[src/ftrr_pkg.sv]
// Package with constants and carrier types for the fault and translation result registers.
package ftrr_pkg;
  // Coprocessor access encoding of the instruction fault status register.
  localparam logic [3:0] IFS_CRN = 4'h5;
  localparam logic [2:0] IFS_OPC2 = 3'h1;
  localparam logic [3:0] IFS_CRM = 4'h0;
  localparam logic [2:0] IFS_OPC1 = 3'h0;
  // Coprocessor 64-bit access encoding of the translation result register.
  localparam logic [3:0] TR_OPC1 = 4'h0;
  localparam logic [3:0] TR_CRM = 4'h7;
  // Instruction fault status field positions.
  localparam int IFS_FNV_BIT = 16;
  localparam int IFS_EXT_BIT = 12;
  localparam int IFS_LONG_BIT = 9;
  // Fault status codes.
  localparam logic [5:0] FS_TRANSLATION = 6'h04;
  localparam logic [5:0] FS_PERMISSION = 6'h0C;
  localparam logic [5:0] FS_SYNC_EXT = 6'h10;
  localparam logic [5:0] FS_PARITY = 6'h18;
  localparam logic [5:0] FS_PC_ALIGN = 6'h21;
  localparam logic [5:0] FS_DEBUG = 6'h22;
  // Translation result field positions.
  localparam int TR_F_BIT = 0;
  localparam int TR_LONG_BIT = 11;
  localparam int TR_STAGE_BIT = 9;
  localparam int TR_WALK_BIT = 8;
  localparam logic [1:0] SH_NONE = 2'h0;
  localparam logic [1:0] SH_RSVD = 2'h1;
  localparam logic [1:0] SH_OUTER = 2'h2;
  localparam logic [1:0] SH_INNER = 2'h3;
  localparam logic [31:0] IFS_RESET = 32'h0000_0000;
  localparam logic [63:0] TR_RESET = 64'h0000_0000_0000_0000;

  // Instruction fetch fault report from the pipeline.
  typedef struct packed {
    logic valid;
    logic [5:0] code;
    logic ext_type;
    logic addr_invalid;
  } ftrr_ifault_t;

  // Address translation result from the walker.
  typedef struct packed {
    logic valid;
    logic aborted;
    logic [7:0] attr;
    logic [27:0] out_addr;
    logic [1:0] share;
    logic device_mem;
    logic noncache;
    logic stage2;
    logic s2_walk;
    logic [5:0] code;
  } ftrr_xlat_t;

  // Coprocessor access request.
  typedef struct packed {
    logic valid;
    logic write;
    logic wide;
    logic [2:0] opc1;
    logic [3:0] crn;
    logic [3:0] crm;
    logic [2:0] opc2;
    logic [63:0] wdata;
    logic priv_one;
  } ftrr_cpreq_t;

  // Hypervisor trap controls.
  typedef struct packed {
    logic hyp_present;
    logic vm_write_trap;
    logic vm_read_trap;
    logic reg_group_five_trap;
    logic reg_group_seven_trap;
  } ftrr_trapctl_t;
endpackage : ftrr_pkg

[src/ftrr_regs.sv]
// Instruction fault status and translation result registers.
//
// Contract
// - Latch the cause of each taken instruction-fetch fault.
// - Bit 16 set when fault address invalid on a synchronous external or parity abort.
// - Fault-address-invalid bit reads zero for all other aborts.
// - Bit 12 holds external abort type, zero for non-external aborts.
// - Codes: translation 000100, permission 001100, external abort 010000.
// - Codes: parity 011000, PC alignment 100001, debug 100010.
// - Trap fault status writes from level one when write trap set.
// - Trap fault status reads from level one when read trap set.
// - Group-five trap bit traps every level-one fault status access.
// - Group-seven trap bit traps every level-one translation result access.
// - Bit 0 is 0 on success, 1 on aborted translation.
// - Success puts memory attributes in bits 63 to 56.
// - Success puts output address bits 39 to 12.
// - Bit 11 set on every hardware update.
// - Shareability 00, 10 or 11; never 01.
// - Device or fully non-cacheable memory reports shareability 10.
// - Security-state bit is unknown after success; driven zero here.
// - Software writes are stored with no other effect.
// - Bit 9 on abort selects stage 1 or stage 2.
// - Bit 8 on abort marks stage 2 fault during stage 1 walk.
// - Bits 6 to 1 on abort hold the fault code.
`timescale 1ns/1ps
`default_nettype none
module ftrr_regs (
  input wire logic CLK,
  input wire logic RESETN,
  input wire logic CE,
  input wire ftrr_pkg::ftrr_ifault_t IFAULT,
  input wire ftrr_pkg::ftrr_xlat_t XLAT,
  input wire ftrr_pkg::ftrr_cpreq_t CPREQ,
  input wire ftrr_pkg::ftrr_trapctl_t TRAPCTL,
  output logic CP_ACK,
  output logic CP_TRAP,
  output logic [63:0] CP_RDATA,
  output logic [31:0] INSTRUCTION_FAULT_STATUS,
  output logic [63:0] TRANSLATION_RESULT
);
  logic [31:0] ifs_reg;
  logic [63:0] tr_reg;
  logic [31:0] ifs_next;
  logic [63:0] tr_next;
  logic [1:0] share_next;
  logic hit_ifs;
  logic hit_tr;
  logic trap_ifs;
  logic trap_tr;

  // Known fault status codes; anything else is stored as 000000.
  function automatic logic fs_known(input logic [5:0] c);
    return c == ftrr_pkg::FS_TRANSLATION || c == ftrr_pkg::FS_PERMISSION ||
           c == ftrr_pkg::FS_SYNC_EXT || c == ftrr_pkg::FS_PARITY ||
           c == ftrr_pkg::FS_PC_ALIGN || c == ftrr_pkg::FS_DEBUG;
  endfunction : fs_known

  // External abort codes, used by the type bit.
  function automatic logic fs_external(input logic [5:0] c);
    return c == ftrr_pkg::FS_SYNC_EXT || c == ftrr_pkg::FS_PARITY;
  endfunction : fs_external

  // Coprocessor register decode.
  always_comb begin
    hit_ifs = CPREQ.valid && !CPREQ.wide &&
      CPREQ.opc1 == ftrr_pkg::IFS_OPC1 && CPREQ.crn == ftrr_pkg::IFS_CRN &&
      CPREQ.crm == ftrr_pkg::IFS_CRM && CPREQ.opc2 == ftrr_pkg::IFS_OPC2;
    hit_tr = CPREQ.valid && CPREQ.wide &&
      {1'b0, CPREQ.opc1} == ftrr_pkg::TR_OPC1 &&
      CPREQ.crm == ftrr_pkg::TR_CRM;
  end

  // Hypervisor trap decision for level-one accesses.
  always_comb begin
    trap_ifs = hit_ifs && CPREQ.priv_one && TRAPCTL.hyp_present &&
      ((CPREQ.write && TRAPCTL.vm_write_trap) ||
       (!CPREQ.write && TRAPCTL.vm_read_trap) ||
       TRAPCTL.reg_group_five_trap);
    trap_tr = hit_tr && CPREQ.priv_one && TRAPCTL.hyp_present &&
      TRAPCTL.reg_group_seven_trap;
  end

  // Next fault status value from a taken instruction fault.
  always_comb begin
    ifs_next = 32'h0000_0000;
    ifs_next[5:0] = fs_known(IFAULT.code) ? IFAULT.code : 6'h00;
    ifs_next[ftrr_pkg::IFS_LONG_BIT] = 1'b1;
    ifs_next[ftrr_pkg::IFS_FNV_BIT] = (IFAULT.code == ftrr_pkg::FS_SYNC_EXT ||
      IFAULT.code == ftrr_pkg::FS_PARITY) && IFAULT.addr_invalid;
    ifs_next[ftrr_pkg::IFS_EXT_BIT] = fs_external(IFAULT.code) &&
      IFAULT.ext_type;
  end

  // Shareability reported with a successful translation.
  always_comb begin
    if (XLAT.device_mem || XLAT.noncache) begin
      share_next = ftrr_pkg::SH_OUTER;
    end else if (XLAT.share == ftrr_pkg::SH_RSVD) begin
      share_next = ftrr_pkg::SH_NONE;
    end else begin
      share_next = XLAT.share;
    end
  end

  // Next translation result value in the long layout.
  always_comb begin
    tr_next = 64'h0000_0000_0000_0000;
    tr_next[ftrr_pkg::TR_LONG_BIT] = 1'b1;
    tr_next[ftrr_pkg::TR_F_BIT] = XLAT.aborted;
    if (XLAT.aborted) begin
      tr_next[ftrr_pkg::TR_STAGE_BIT] = XLAT.stage2;
      tr_next[ftrr_pkg::TR_WALK_BIT] = XLAT.s2_walk;
      tr_next[6:1] = XLAT.code;
    end else begin
      tr_next[63:56] = XLAT.attr;
      tr_next[39:12] = XLAT.out_addr;
      tr_next[8:7] = share_next;
    end
  end

  // Fault status register; a taken fault wins over a same-cycle write.
  always_ff @(posedge CLK or negedge RESETN) begin
    if (!RESETN) begin
      ifs_reg <= ftrr_pkg::IFS_RESET;
    end else if (CE) begin
      if (IFAULT.valid) begin
        ifs_reg <= ifs_next;
      end else if (hit_ifs && CPREQ.write && !trap_ifs) begin
        ifs_reg <= CPREQ.wdata[31:0];
      end
    end
  end

  // Translation result register; a result wins over a same-cycle write.
  always_ff @(posedge CLK or negedge RESETN) begin
    if (!RESETN) begin
      tr_reg <= ftrr_pkg::TR_RESET;
    end else if (CE) begin
      if (XLAT.valid) begin
        tr_reg <= tr_next;
      end else if (hit_tr && CPREQ.write && !trap_tr) begin
        tr_reg <= CPREQ.wdata;
      end
    end
  end

  // Access answer one cycle after the request.
  always_ff @(posedge CLK or negedge RESETN) begin
    if (!RESETN) begin
      CP_ACK <= 1'b0;
      CP_TRAP <= 1'b0;
      CP_RDATA <= 64'h0000_0000_0000_0000;
    end else if (CE) begin
      CP_ACK <= hit_ifs || hit_tr;
      CP_TRAP <= trap_ifs || trap_tr;
      if (hit_ifs && !CPREQ.write && !trap_ifs) begin
        CP_RDATA <= {32'h0000_0000, ifs_reg};
      end else if (hit_tr && !CPREQ.write && !trap_tr) begin
        CP_RDATA <= tr_reg;
      end else begin
        CP_RDATA <= 64'h0000_0000_0000_0000;
      end
    end
  end

  always_ff @(posedge CLK or negedge RESETN) begin
    if (!RESETN) begin
      INSTRUCTION_FAULT_STATUS <= ftrr_pkg::IFS_RESET;
      TRANSLATION_RESULT <= ftrr_pkg::TR_RESET;
    end else if (CE) begin
      INSTRUCTION_FAULT_STATUS <= ifs_reg;
      TRANSLATION_RESULT <= tr_reg;
    end
  end
endmodule : ftrr_regs
`default_nettype wire

[config.mk]
export PLATFORM = sky130hd
export DESIGN_NAME = ftrr_regs
export DESIGN_NICKNAME = d
export VERILOG_FILES = /design/src/ftrr_pkg.sv /design/src/ftrr_regs.sv
export SDC_FILE = /design/constraint.sdc
export NUM_CORES = 1
export LEC_CHECK = 0
export ABC_CLOCK_PERIOD_IN_PS = 1300
export BUFFER_PORTS_ARGS = -buffer_cell sky130_fd_sc_hd__clkbuf_2
export CAP_MARGIN = 20
export CORE_MARGIN = 5
export CORE_UTILIZATION = 52
export DETAILED_ROUTE_END_ITERATION = 8
export GPL_TIMING_DRIVEN = 0
export PLACE_DENSITY_LB_ADDON = 0.25
export SLEW_MARGIN = 10
export SYNTH_ARGS = -nofsm -noshare
export SYNTH_HDL_FRONTEND = slang
export SYNTH_SLANG_ARGS = --single-unit
[constraint.sdc]
create_clock -name CLK -period 1.3 [get_ports CLK]
set_clock_uncertainty 0.05 [all_clocks]
set_input_delay 0.325 -clock CLK [delete_from_list [all_inputs] [get_ports CLK]]
set_output_delay 0.325 -clock CLK [all_outputs]
set_load 0.01 [all_outputs]
==> impl_metrics.ini <==
[global_routing]
grt_antenna_before_repair = 3
grt_pass1_vias = 9329
grt_max_degree = 103
grt_first_pass_wirelength_um = 53130
overflow = 0
track_usage_pct = 28.53

[power_and_ir_drop]
combPwrFrac_pct = 12.0
p_int_uw = 14230
peakVddDrop_uv = 1193
power_leakage_uw = 0.008008
netSwitchingFraction_pct = 23.81
power_density_nw_per_um2 = 1200
p_sw_uw = 4446
power.share.sequential_pct = 46.9
clockPowerShare_pct = 41.1

[synthesis]
ys_warn_count = 0
ys_types = 57
synth-seq-area-share_pct = 60.72
yosys-top-cells-area = dfrtp_1, mux2_2, a221o_1
syn_nets = 915
syn_avg_cell_area_um2 = 13.88
synth_top_area_share_pct = 60.72
ys.flop_type = dfrtp_1
ys_seq_elements = 258
postSynthCellCount = 766
synth_area_um2 = 10630
synth_top_cell_by_area = dfrtp_1
synth-edff-count = 0
ys_async_sr_fraction_pct = 100.0

[finish]
fill_cells = 1233
drive_gt1_share_pct = 49.88
syn_to_final_growth_pct = 46.36
nets = 1404
final_common_cell = clkbuf_2
final_cell_mix = clkbuf_2, dfrtp_1, mux2_2
fin_area_um2 = 15560

[worst_setup_path]
crit_chain = buf_6 -> nor3b_4 -> nand4_4 -> o21a_4 -> buf_12 -> clkbuf_16 -> a221o_1
cp_slowest_cell = a221o_1
end_kind = flop
cp-startpoint = CPREQ[76]
start_kind = input pin
critical_path_class = input pin to flop
rr_startpoint = CP_RDATA[9]
crit_family = compound AO/OA/AOI/OAI gates
worst-path-max-fanout = 7
crit_arrival_ns = 1.84
crit_required_ns = 1.64
path_buf_inv = 3
max_stage_delay_ns = 0.32

[outcome]
status = finished with violations
violations = hold timing, setup timing

[placed_design]
dp_slack_ns = -1.199
post_dp_cell_area_um2 = 12810
dp_hpwl_um = 22920
numPortBuffers = 309
globalplace.congestion = 0.8588

[floorplanning]
ioPinCount = 311
row_count = 52
core_um2 = 20170
die_x_um = 153.0
dieArea_um2 = 23410
initial_core_util_pct = 52.72
die_h_um = 153.0

[sta]
tns_ns = -33.14
hold_viol = 58
slew_violations = 0
relSlewSlack_pct = 57.56
fin_crit_ns = 1.498
max_freq_mhz = 667.5
fin_ws_ns = -0.1982
tightest_slew_ns = 0.6367
rsz0062_at_grt = yes
period_share_pct = 115.2
finalSetupViolations = 286
hold_slack_ns = -0.2622

[clock_tree]
clkSlewWorstSetupHoldPaths_ns = 0.06
clkLatencyLatePin_ns = 0.52
ctsLongestPathBuffers = 3
cts.sink_count = 258
cts_tree = yes
cts_made_buffers = 27
cts_root_buffer = clkbuf_16
htreeDepth = 1

[detailed_routing]
vias = 8951
drc_errors = 0
wirelength_um = 35830
ant_nets = 0
drt_iter0_drc = 606
first_pass_iters = 5
vias_per_cell = 5.805
wl_per_cell_um = 23.23

[flow_run]
cap_viol_max_count = 0

[worst_hold_path]
hold_class = input pin to async pin
[power by group through the flow]
stage | combinational [uW] | sequential, uW | clock, uW
6_report | 2250 | 8750 | 7680
2_1_floorplan | 761 | 8920 | 0
4_1_cts | 2090 | 8730 | 7720
5_1_grt | 2410 | 8790 | 8130
3_5_place_dp | 1800 | 8880 | 0
3_3_place_gp | 1760 | 8860 | 0
[synth_stat cells, types with 2 or more instances]
cell / count
o21ai_0: 15
inv_1: 20
o21a_1: 2
a22o_1: 58
a21oi_1: 18
nor2_1: 11
buf_1: 3
nand4_1: 3
nor4_1: 2
o221a_2: 2
a221o_1: 78
buf_6: 9
nand3_1: 2
and2_1: 43
mux2_2: 102
a32o_1: 14
clkbuf_1: 29
buf_2: 14
nor4_4: 2
nand3_2: 2
nand2_1: 5
nor4b_2: 2
nor3_2: 2
o2bb2ai_1: 2
mux2i_1: 2
nor4_2: 3
nor2b_1: 33
and3_1: 2
dfrtp_1: 258
[metal layers]
metal | wire length [um] | global-route usage [%] | vias up | part of all wire (%)
li1 | - | - | 3901 | -
met1 | 14070 | 38.14 | 4477 | 39
met2 | 17430 | 46.24 | 478 | 49
met3 | 2825 | 6.503 | 93 | 7.9
met4 | 1486 | 10.27 | 2 | 4.1
met5 | 13 | 0 | - | 0.036
[cell type report]
class / count / area [um^2] / area share (%)
repair buffers: 462 / 3289 / 21.14
plain buffers: 54 / 568.0 / 3.650
clock buffers: 35 / 745.7 / 4.792
multi-input cells: 431 / 3959 / 25.44
inverters: 21 / 80.08 / 0.5146
well taps: 270 / 337.8 / 2.171
flip-flops and latches: 258 / 6456 / 41.49
clock inverters: 8 / 118.9 / 0.7638
diodes: 3 / 7.507 / 0.04824
[logic make-up (layout without fill, tap and decap cells)]
group                  Yosys count  after routing  share of synthesized area, %
AO/OA/AOI/OAI                  201            201                         16.50
XOR/XNOR                         1              1                       0.08239
buffers and inverters           77            580                         3.554
flip-flops                     258            258                         60.72
multiplexers                   104            104                         10.99
other                            0              3                             0
AND/OR/NAND/NOR                125            125                         8.155
[per-stage QoR]
stage	cells	hold slack (ns)	power [uW]	util (%)
after detailed placement	1347	0.2928	10680	63.51
after floorplan	766	-0.02059	9677	-
after global routing	1541	-0.2343	19330	77.15
after global placement	1345	0.4176	10610	63.19
final	1542	-0.2622	18680	77.16
after CTS	1507	-0.2581	18540	74.76
[final timing paths]
| kind | to | slack (ns) | cells past startpoint |
|---|---|---|---|
| setup / recovery | tr_reg[57] | -0.20 | 7 |
| hold / removal | tr_reg[59] | -0.26 | 1 |
| setup reg to reg | CP_RDATA[9] | 0.20 | 3 |
| min in group CLK | ifs_reg[8] | 0 | 2 |
| hold reg to reg | TRANSLATION_RESULT[17] | 0.46 | 1 |
| max in group asynchronous | TRANSLATION_RESULT[18] | 0.59 | 2 |
[what timing repair did]
item | in CTS | in global routing
hold buffers | 40 | 1
pin swaps | 23 | 17
buffers inserted | 71 | 31
hold endpoints to repair | 100 | 59
setup endpoints to repair | 321 | 319
cloned | 6 | 5
gates resized for setup | 65 | 88
Note: power is estimated with default switching activity, not from simulation.
